<file path="config.mk">
export PLATFORM = sky130hd
export DESIGN_NAME = atpo_override
export DESIGN_NICKNAME = d
export VERILOG_FILES = /design/src/atpo_pkg.sv /design/src/atpo_override.sv
export SDC_FILE = /design/constraint.sdc
export NUM_CORES = 2
export LEC_CHECK = 0
export BUFFER_PORTS_ARGS = -buffer_cell sky130_fd_sc_hd__clkbuf_2
export CORE_AREA = 4 4 481 483
export CTS_CLUSTER_DIAMETER = 60
export DETAILED_ROUTE_END_ITERATION = 12
export DIE_AREA = 0 0 485 487
export GPL_ROUTABILITY_DRIVEN = 0
export GPL_TIMING_DRIVEN = 0
export PLACE_DENSITY_LB_ADDON = 0.2
export SLEW_MARGIN = 20
export SYNTH_ARGS = -nofsm -noshare
export SYNTH_HDL_FRONTEND = slang
export SYNTH_SLANG_ARGS = --single-unit
export TNS_END_PERCENT = 10
</file>
<file path="constraint.sdc">
create_clock -name sys_clk_in -period 32.1 [get_ports sys_clk_in]
set_input_delay 6.42 -clock sys_clk_in [delete_from_list [all_inputs] [get_ports sys_clk_in]]
set_output_delay 6.42 -clock sys_clk_in [all_outputs]
set_load 0.03 [all_outputs]
</file>
<file path="src/atpo_pkg.sv">
/*
   Constants for the auto-tuning parameter override block: forced values,
   gain-switching defaults, field positions, widths and save timing.
   Assumes a single 10 MHz system clock.
*/
package atpo_pkg;
   localparam int                 PARAM_W          = 16;
   localparam int                 CLK_HZ           = 10000000;
   localparam int                 SAVE_MINUTES     = 30;
   localparam longint             SAVE_CYCLES      = longint'(SAVE_MINUTES) * 60 * CLK_HZ;
   localparam logic [15:0]        VEL_DET_FORCED   = 16'h0000;
   localparam logic [15:0]        VEL_FF_GAIN_FIX  = 16'h012C;
   localparam logic [15:0]        VEL_FF_FILT_FIX  = 16'h0032;
   localparam logic [15:0]        TRQ_FF_FIX       = 16'h0000;
   localparam logic [15:0]        SECOND_GAIN_ON   = 16'h0001;
   localparam logic [15:0]        POS_SW_MODE_ON   = 16'h000A;
   localparam logic [15:0]        POS_SW_MODE_OFF  = 16'h0000;
   localparam logic [15:0]        POS_SW_DLY_LVL   = 16'h0032;
   localparam logic [15:0]        POS_SW_HYS_TIME  = 16'h0021;
   localparam logic [15:0]        VT_SW_CLEAR      = 16'h0000;
   localparam int                 INST_OBS_BIT     = 0;
   localparam int                 DIST_OBS_BIT     = 1;
   localparam int                 STIFF_LEVELS     = 32;
   localparam logic [15:0]        ZERO16           = 16'h0000;

   typedef enum logic [1:0]
   {
      ATPO_IDLE   = 2'b00,
      ATPO_LOAD   = 2'b01,
      ATPO_RUN    = 2'b10
   } atpo_state_type;
endpackage

</file>
<file path="src/atpo_override.sv">
/*
   Auto-tuning parameter override: holds host-written and effective control
   parameters apart, forces fixed values while tuning and gain-switching values
   while tuning at standstill, masks observer enables, applies stiffness gains at standstill and paces
   saves of estimated results to non-volatile memory.
   Assumes host strobes and estimator outputs are synchronous to sys_clk_in;
   the non-volatile store acknowledges nothing and takes one-cycle pulses.
*/
`timescale 1ns/100ps
module atpo_override
#(
   parameter int     W          = atpo_pkg::PARAM_W,
   parameter longint SAVE_CYCLES = atpo_pkg::SAVE_CYCLES
)
(
   // Clock and reset.
   input  wire logic          sys_clk_in,
   input  wire logic          rst_in,
   // Host parameter settings.
   input  wire logic [3:0]    autotune_mode_sel_in,
   input  wire logic [4:0]    machine_stiffness_level_in,
   input  wire logic          fixed_param_en_in,
   input  wire logic          gain_switch_en_in,
   input  wire logic          keep_current_in,
   input  wire logic [W-1:0]  function_expansion_word_in,
   input  wire logic [W-1:0]  dist_comp_gain_in,
   input  wire logic [W-1:0]  dist_observer_filter_in,
   input  wire logic [W-1:0]  host_ff_in [4],
   input  wire logic [W-1:0]  host_vd_in [2],
   input  wire logic [W-1:0]  host_sw_in [14],
   input  wire logic [W-1:0]  host_gain_in [8],
   // Motor state and estimator results.
   input  wire logic          servo_on_in,
   input  wire logic          motor_stopped_in,
   input  wire logic          estimate_valid_in,
   input  wire logic [W-1:0]  est_result_in [4],
   // Non-volatile memory.
   input  wire logic          nv_loaded_in,
   input  wire logic [W-1:0]  nv_result_in [4],
   output logic               nv_save_out,
   output logic [W-1:0]       nv_data_out [4],
   // Effective values to control.
   output logic [W-1:0]       eff_vd_out [2],
   output logic [W-1:0]       eff_ff_out [4],
   output logic [W-1:0]       eff_sw_out [14],
   output logic [W-1:0]       eff_gain_out [8],
   output logic [W-1:0]       eff_expansion_out,
   output logic               dist_observer_on_out,
   output logic [W-1:0]       result_out [4],
   output logic [4:0]         applied_stiffness_out
);
   atpo_pkg::atpo_state_type state;
   logic [W-1:0]             next_sw [14];
   logic [W-1:0]             tbl [atpo_pkg::STIFF_LEVELS][8];
   logic [63:0]              save_cnt;
   logic                     tuning;

   // A nonzero mode selection is the only enable; host clears it to stop.
   assign tuning = (autotune_mode_sel_in != 4'h0);

   // Gain table per stiffness level, columns: 1st pos, vel, int, trq, 2nd pos (own value), vel and trq as 1st, int fixed 10000.
   function automatic logic [W-1:0] row_val(input int p, input int v, input int i,
                                            input int t, input int p2, input int c);
      int r;
      case (c)
         0: r = p;
         1: r = v;
         2: r = i;
         3: r = t;
         4: r = p2;
         5: r = v;
         6: r = 10000;
         default: r = t;
      endcase
      return W'(r);
   endfunction

   // Constant lookup, built once as combinational wiring.
   always_comb
   begin
      for (int c = 0; c < 8; c++)
      begin
         tbl[0][c]  = row_val(20, 15, 3700, 1500, 25, c);
         tbl[1][c]  = row_val(25, 20, 2800, 1100, 30, c);
         tbl[2][c]  = row_val(30, 25, 2200, 900, 40, c);
         tbl[3][c]  = row_val(40, 30, 1900, 800, 45, c);
         tbl[4][c]  = row_val(45, 35, 1600, 600, 55, c);
         tbl[5][c]  = row_val(55, 45, 1200, 500, 70, c);
         tbl[6][c]  = row_val(75, 60, 900, 400, 95, c);
         tbl[7][c]  = row_val(95, 75, 700, 300, 120, c);
         tbl[8][c]  = row_val(115, 90, 600, 300, 140, c);
         tbl[9][c]  = row_val(140, 110, 500, 200, 175, c);
         tbl[10][c] = row_val(175, 140, 400, 200, 220, c);
         tbl[11][c] = row_val(320, 180, 310, 126, 380, c);
         tbl[12][c] = row_val(390, 220, 250, 103, 460, c);
         tbl[13][c] = row_val(480, 270, 210, 84, 570, c);
         tbl[14][c] = row_val(630, 350, 160, 65, 730, c);
         tbl[15][c] = row_val(720, 400, 140, 57, 840, c);
         tbl[16][c] = row_val(900, 500, 120, 45, 1050, c);
         tbl[17][c] = row_val(1080, 600, 110, 38, 1260, c);
         tbl[18][c] = row_val(1350, 750, 90, 30, 1570, c);
         tbl[19][c] = row_val(1620, 900, 80, 25, 1880, c);
         tbl[20][c] = row_val(2060, 1150, 70, 20, 2410, c);
         tbl[21][c] = row_val(2510, 1400, 60, 16, 2930, c);
         tbl[22][c] = row_val(3050, 1700, 50, 13, 3560, c);
         tbl[23][c] = row_val(3770, 2100, 40, 11, 4400, c);
         tbl[24][c] = row_val(4490, 2500, 40, 9, 5240, c);
         tbl[25][c] = row_val(5000, 2800, 35, 8, 5900, c);
         tbl[26][c] = row_val(5600, 3100, 30, 7, 6500, c);
         tbl[27][c] = row_val(6100, 3400, 30, 7, 7100, c);
         tbl[28][c] = row_val(6600, 3700, 25, 6, 7700, c);
         tbl[29][c] = row_val(7200, 4000, 25, 6, 8400, c);
         tbl[30][c] = row_val(8100, 4500, 20, 5, 9400, c);
         tbl[31][c] = row_val(9000, 5000, 20, 5, 10500, c);
      end
   end

   // Gain-switching values; host copy passes through, except while tuning: the position switching mode is forced, and the rest too unless the setting is kept.
   always_comb
   begin
      for (int k = 0; k < 14; k++)
      begin
         next_sw[k] = host_sw_in[k];
      end
      if (tuning)
      begin
         next_sw[1] = gain_switch_en_in ? atpo_pkg::POS_SW_MODE_ON
                                        : atpo_pkg::POS_SW_MODE_OFF;
         if (!keep_current_in)
         begin
            next_sw[0] = atpo_pkg::SECOND_GAIN_ON;
            next_sw[2] = atpo_pkg::POS_SW_DLY_LVL;
            next_sw[3] = atpo_pkg::POS_SW_DLY_LVL;
            next_sw[4] = atpo_pkg::POS_SW_HYS_TIME;
            next_sw[5] = atpo_pkg::POS_SW_HYS_TIME;
            for (int k = 6; k < 14; k++)
            begin
               next_sw[k] = atpo_pkg::VT_SW_CLEAR;
            end
         end
      end
   end

   // Sequencer: wait for the stored results, then run the tuning loop.
   always_ff @(posedge sys_clk_in or posedge rst_in)
   begin
      if (rst_in)
         state <= atpo_pkg::ATPO_IDLE;
      else
      begin
         case (state)
            atpo_pkg::ATPO_IDLE: if (nv_loaded_in) state <= atpo_pkg::ATPO_LOAD;
            atpo_pkg::ATPO_LOAD: state <= atpo_pkg::ATPO_RUN;
            atpo_pkg::ATPO_RUN:  state <= atpo_pkg::ATPO_RUN;
            default:             state <= atpo_pkg::ATPO_IDLE;
         endcase
      end
   end

   // Estimated results: seeded from storage, then refined while servo is on.
   always_ff @(posedge sys_clk_in or posedge rst_in)
   begin
      if (rst_in)
      begin
         for (int k = 0; k < 4; k++)
         begin
            result_out[k] <= atpo_pkg::ZERO16;
         end
      end
      else if (state == atpo_pkg::ATPO_LOAD)
      begin
         for (int k = 0; k < 4; k++)
         begin
            result_out[k] <= nv_result_in[k];
         end
      end
      else if (state == atpo_pkg::ATPO_RUN && tuning && servo_on_in && estimate_valid_in)
      begin
         for (int k = 0; k < 4; k++)
         begin
            result_out[k] <= est_result_in[k];
         end
      end
   end

   // Save timer; anything estimated after the last save is lost at power-off.
   always_ff @(posedge sys_clk_in or posedge rst_in)
   begin
      if (rst_in)
      begin
         save_cnt    <= 64'h0;
         nv_save_out <= 1'b0;
         for (int k = 0; k < 4; k++)
         begin
            nv_data_out[k] <= atpo_pkg::ZERO16;
         end
      end
      else
      begin
         nv_save_out <= 1'b0;
         if (state != atpo_pkg::ATPO_RUN)
            save_cnt <= 64'h0;
         else if (save_cnt == 64'(SAVE_CYCLES - 1))
         begin
            save_cnt    <= 64'h0;
            nv_save_out <= 1'b1;
            // The snapshot is the result as it stood before this edge.
            for (int k = 0; k < 4; k++)
            begin
               nv_data_out[k] <= result_out[k];
            end
         end
         else
            save_cnt <= save_cnt + 64'h1;
      end
   end

   // Gains change only at standstill so a running axis never sees a step.
   always_ff @(posedge sys_clk_in or posedge rst_in)
   begin
      if (rst_in)
      begin
         applied_stiffness_out <= 5'h00;
         for (int k = 0; k < 8; k++) eff_gain_out[k] <= atpo_pkg::ZERO16;
         for (int k = 0; k < 14; k++) eff_sw_out[k] <= atpo_pkg::ZERO16;
      end
      else if (motor_stopped_in)
      begin
         applied_stiffness_out <= machine_stiffness_level_in;
         for (int k = 0; k < 8; k++)
            eff_gain_out[k] <= tuning ? tbl[machine_stiffness_level_in][k]
                                      : host_gain_in[k];
         for (int k = 0; k < 14; k++) eff_sw_out[k] <= next_sw[k];
      end
   end

   // Fixed-parameter overrides; host values untouched in their own ports.
   always_ff @(posedge sys_clk_in or posedge rst_in)
   begin
      if (rst_in)
      begin
         for (int k = 0; k < 2; k++) eff_vd_out[k] <= atpo_pkg::ZERO16;
         for (int k = 0; k < 4; k++) eff_ff_out[k] <= atpo_pkg::ZERO16;
      end
      else if (tuning && fixed_param_en_in)
      begin
         eff_vd_out[0] <= atpo_pkg::VEL_DET_FORCED;
         eff_vd_out[1] <= atpo_pkg::VEL_DET_FORCED;
         eff_ff_out[0] <= atpo_pkg::VEL_FF_GAIN_FIX;
         eff_ff_out[1] <= atpo_pkg::VEL_FF_FILT_FIX;
         eff_ff_out[2] <= atpo_pkg::TRQ_FF_FIX;
         eff_ff_out[3] <= atpo_pkg::TRQ_FF_FIX;
      end
      else
      begin
         for (int k = 0; k < 2; k++) eff_vd_out[k] <= host_vd_in[k];
         for (int k = 0; k < 4; k++) eff_ff_out[k] <= host_ff_in[k];
      end
   end

   // Observer masking acts on the effective copy of the expansion word and on dist_observer_on_out, never on the host word.
   always_ff @(posedge sys_clk_in or posedge rst_in)
   begin
      if (rst_in)
      begin
         eff_expansion_out    <= atpo_pkg::ZERO16;
         dist_observer_on_out <= 1'b0;
      end
      else
      begin
         eff_expansion_out <= function_expansion_word_in;
         if (tuning)
         begin
            eff_expansion_out[atpo_pkg::INST_OBS_BIT] <= 1'b0;
            eff_expansion_out[atpo_pkg::DIST_OBS_BIT] <= 1'b0;
         end
         // The compensating gain and observer filter are kept by the host only.
         // Nothing here reads them, so a write to either never wakes the observer.
         // Gain and filter inputs stay free to change; they cannot re-enable it.
         dist_observer_on_out <= !tuning
                                 && function_expansion_word_in[atpo_pkg::DIST_OBS_BIT];
      end
   end
endmodule

</file>
# Word level (Yosys, flattened, before mapping)
# Memory sizes are Yosys's and may differ from the RTL's.
# Index checks and enable logic that the tools add are counted.
totals:
  regBits: 665
  latchBits: 0
  ramBits: 0
  rom_bits: 4096
  input_bits: 642
  out_inout_bits: 599
  elab_cells: 88
  mem_count: 1
mem_list:
  columns: ["memory", "words", "word_bits", "rd", "rd_clocked_by_memory_dff", "wr", "line_no", "text"]
  rows:
  - ["(name not given)", 32, 128, 1, 0, 0, "atpo_override.sv:231", "eff_gain_out[k] <= tuning ? tbl[machine_stiffness_level_in][k]"]
op_classes:
  add_sub_neg: 1
  mul: 0
  n_div: 0
  n_lt_le_gt_ge: 1
  n_eq_ne: 5
  shift: 0
  n_mux: 25
  bitwise_logic: 2
  reduce_logical: 11
op_table:
  columns: ["op", "count"]
  rows:
  - ["$mux W64", 5]
  - ["$mux W128", 2]
  - ["$mux W224", 1]
  - ["$mux W192", 1]
  - ["$mux W16", 9]
  - ["$add A64 B1 Y64 const B", 1]
  - ["$eq A64 B35 Y1 const B", 1]
  - ["$mux W32", 1]
  - ["$ge A6 B6 Y1 const B", 1]
  - ["$not A5 Y6", 1]
  - ["$logic_and A1 B1 Y1", 5]
  - ["$mux W2", 2]
  - ["$mux W4", 1]
  - ["$ne A2 B2 Y1 const B", 2]
  - ["$pmux W2 S2", 1]
  - ["$reduce_bool A4 Y1", 1]
  - ["$eq A2 B1 Y1 const B", 1]
  - ["$eq A2 B2 Y1 const B", 1]
  - ["$logic_not A2 Y1", 1]
  - ["$mux W1", 2]
  - ["$reduce_and A2 Y1", 1]
  - ["$reduce_bool A2 Y1", 1]
  - ["$reduce_or A2 Y1", 1]
  - ["$logic_not A1 Y1", 1]
  - ["$not A1 Y1", 1]

# Logic depth before layout (Yosys ltp)
logic_depth:
  ltp_word: 6
  mapped_depth: 12

# Least setup slack after synthesis
# OpenSTA, ideal clock, no wires.
synth_path:
  path_type: "input -> register"
  startpoint: "in machine_stiffness_level_in[1]"
  endpoint: "reg eff_gain_out[72] in the netlist's numbering"
  setup_ns: 0.077
  arrival_time_ns: 8.461
  path_slack_ns: 23.562
  stages: 11
  n_path_buf: 3
  cell_sequence: "clkbuf_1 inv_1 ha_1 clkbuf_1 inv_1 ha_1 clkbuf_1 nor3_1 a2111oi_0 a21oi_1 a21oi_1"
synth_between:
  elab_chain_len: 5
synth_lines:
  columns: ["item", "line_no", "text"]
  rows:
  - ["start: declaration", "atpo_override.sv:21", "input wire logic [4:0] machine_stiffness_level_in,"]
  - ["$not A5 Y6 (implied by the code)", "atpo_override.sv:231", null]
  - ["$mem_v2 Z32 W128", null, null]
  - ["$mux W128 (2 in series)", null, null]
  - ["$mux W16", "atpo_override.sv:231", null]
  - ["end signal: indexed assignment", "atpo_override.sv:231", null]
  - ["end: declaration", "atpo_override.sv:46", "output logic [W-1:0] eff_gain_out [8],"]
# Every way passes these cells. The select of a mux whose other input is x is not followed.
# A chain may end at the register's enable or synchronous reset.

# Worst setup path after layout
layout_path:
  startpoint: "in machine_stiffness_level_in[1]"
  endpoint: "reg eff_gain_out[99] in the netlist's numbering"
# The elaborated chain is that of the path after synthesis.

==> results.yml <==
pwr:
  peakVddDrop_mv: 0.0400
  p_seq_frac: 0.350
  internal_power_w: 0.00183
  clockPowerShare: 0.417
  swShare: 0.367
  p_sw_w: 0.00106
  power_density_nw_per_um2: 69.4
  combPwrFrac: 0.233
  p_leak_nw: 19.8
sta:
  hold_viol_final: 0
  skew_ns: 0.0642
  rsz0062_at_grt: "false"
  tightest_slew_ns: 1.15
  min_period_ns: 10.03
  finalCritPeriodShare: 0.312
  setup_violations: 0
  slew_viol_final: 0
  maxSlewHeadroom: 0.230
  fmaxAchievable_mhz: 99.7
logic_synthesis:
  ys_top_cells_by_area: "dfrtp_1 60%, a22o_1 6.3%, a21oi_1 2.8%"
  yosysTopAreaCell: "dfrtp_1"
  synthesis.area_um2: 27700
  synth_cell_types: 73
  synth_xor_area_frac: 0.0120
  synth-main-ff-cell: "dfrtp_1"
  synth.area.mux_share: 0.0570
  synth_edf_count: 0
  async_flop_share: 1.00
  synth-simple-area-share: 0.119
  synth_top_family_by_area: "compound AO/OA/AOI/OAI gates"
  synth_nets: 3079
  synthDominantCellAreaShare: 0.599
  yosys_warnings: 0
  syn_area_per_cell_um2: 11.5
  ys_ff_latch: 664
  syn_inst: 2417
  synth_fa_ha_area_frac: 0.00902
  synth_compound_area_frac: 0.171
  seq_area_frac_synth: 0.599
grt:
  grt_overflow: 0
  grt_max_degree: 94
  grt_pass1_wl_um: 267000
  antenna_found_initial: 102
  track_usage: 0.166
  grt_pass1_vias: 27700
finish:
  final_cell_mix: "1222 x clkbuf_2, 664 x dfrtp_1, 199 x a22o_1, 195 x nand2_1, 178 x nor2_1"
  layout_commonest_cell: "clkbuf_2"
  finish.instance_area_um2: 41700
  drive_above_1_share: 0.403
  instances_no_fill: 6862
  layout.nets: 4414
  area_delta_synth_final_pct: 50.1
clock_tree:
  ctsResizeCount: 0
  hold_buffers: 0
  cts_tree: "done"
  cts.clk_slew.worst_paths_ns: 0.05
  cts_buffer_depth: 3
  numCtsBuffers: 108
  clock_latency_ns: 0.76
  cts_setup_buffers: 0
  clock_tree.root_cell: "clkbuf_16"
  htree_levels: 3
  clkSinkCount: 664
place:
  placed_cell_area_um2: 38000
  port_buffers: 1206
  dp.cells: 6651
  hpwl_um: 169000
critical_path:
  path_class: "in2reg"
  crit_arrival_ns: 10.58
  path_common_cell: "clkbuf_1"
  path_delay_family: "buffers and inverters"
  crit_required_ns: 32.65
  cp-start-kind: "input pin"
  path_max_fanout: 11
  crit_slowest_cell: "o21ai_0"
  path_buf_inv: 6
  end_kind: "flip-flop"
  path_cells: "clkbuf_2, clkbuf_1, inv_1, ha_1, clkbuf_1, inv_1, ha_1, clkbuf_1, nor3_1, nor3b_1, o21ai_0, a21oi_1"
  slowest_delay_ns: 0.66
job:
  drv_cap: 0
drt:
  wl_um: 203000
  drc_errors: 0
  final_antenna_net_count: 0
  dr.pass1.iters: 6
  num_vias: 26600
  vias_per_cell: 3.87
  dr.first_iter.drc_count: 2051
  post_drt_wl_per_cell_um: 29.6
die:
  die_area_um2: 236000
  die_y_um: 487
  num_io_pins: 1241
  start_util: 0.122
  core-area_um2: 227000
  std_cell_rows: 175
  dieWidth_um: 485
status:
  status: "finished, final reports clean"
worst_hold_path:
  hold_path_class: "reg2reg"
cells by family after synthesis:
logic type                 count (synthesis)
adders and majority gates                 20
xor gates and xnor gates                  38
muxes                                    141
DFF                                      664
and+or+nand+nor                          668
AOI/OAI and AO/OA                        672
buffers and inverters                    214
Yosys cell counts, types with 20 or more instances:
cell type and number:
ha_1 20, buf_2 21, xnor2_1 21, o2bb2ai_1 70, nor3_1 21, or3_1 28, o21ai_0 130, clkbuf_1 132
a22o_1 199, nor4_1 20, nand3_1 36, inv_1 22, mux2i_1 68, dfrtp_1 664, buf_1 23, and2_1 96
a21oi_1 153, nand4_1 28, mux2_2 57, nand2_1 195, nor2_1 178
through the flow:
step	power (W)	hold WS [ns]	TNS (ns)	setup slack, ns	utilization
6_report	0.00289	0.485	0	22.07	0.184
5_1_grt	0.00303	0.494	0	22.14	0.184
4_1_cts	0.00296	0.488	0	22.27	0.183
3_5_place_dp	0.00172	0.472	0	21.41	0.167
3_3_place_gp	0.00172	0.471	-2847.92	-4.57	0.166
2_1_floorplan	0.00137	0.469	0	7.07	-
routing by layer:
metal  up-vias  global-route usage  wire length, um
met5         -                   0              311
met4        46              0.0509             6380
met3       338              0.0638            19200
met2      1419               0.286            99300
met1     13300               0.190            78000
li1      11400                   -                -
power groups by stage:
stage,Sequential [W],Clock [W],Combinational [W]
2_1_floorplan,0.00116,0,0.000211
3_3_place_gp,0.00103,0,0.000688
3_5_place_dp,0.00103,0,0.000692
4_1_cts,0.00101,0.00125,0.000694
5_1_grt,0.00102,0.00128,0.000725
6_report,0.00101,0.00121,0.000674
registers in the layout, summed over array words and instances (netlist names), 2 cells and up:
| name | flops |
|---|---|
| applied_stiffness_out | 5 |
| eff_expansion_out | 16 |
| eff_ff_out | 64 |
| eff_gain_out | 128 |
| eff_sw_out | 224 |
| eff_vd_out | 32 |
| nv_data_out | 64 |
| result_out | 64 |
| save_cnt | 64 |
| state | 2 |
layout make-up:
type	instances	area, um^2
well taps	3009	3760
inverters	23	93.8
clock buffers	141	2970
fillers	25600	185000
plain buffers	191	863
flip-flops and latches	664	16600
multi-input cells	1539	10200
clock inverters	55	698
diodes	15	37.5
repair buffers	1225	6370
worst paths after layout:
check	to	cells past startpoint	slack, ns	startpoint
setup / recovery	eff_gain_out[99]$_DFFE_PP0P_	12	22.07	machine_stiffness_level_in[1]
hold / removal	eff_gain_out[97]$_DFFE_PP0P_	1	0.48	eff_gain_out[97]$_DFFE_PP0P_
setup reg to reg	nv_data_out[51]$_DFFE_PP0P_	8	29.31	save_cnt[0]$_DFF_PP0_
hold reg to reg	eff_gain_out[97]$_DFFE_PP0P_	1	0.48	eff_gain_out[97]$_DFFE_PP0P_
max in group asynchronous	eff_sw_out[150]$_DFFE_PP0P_	6	24.27	rst_in
min in group asynchronous	eff_gain_out[65]$_DFFE_PP0P_	2	5.71	rst_in
Note: power is estimated with default switching activity, not from simulation.
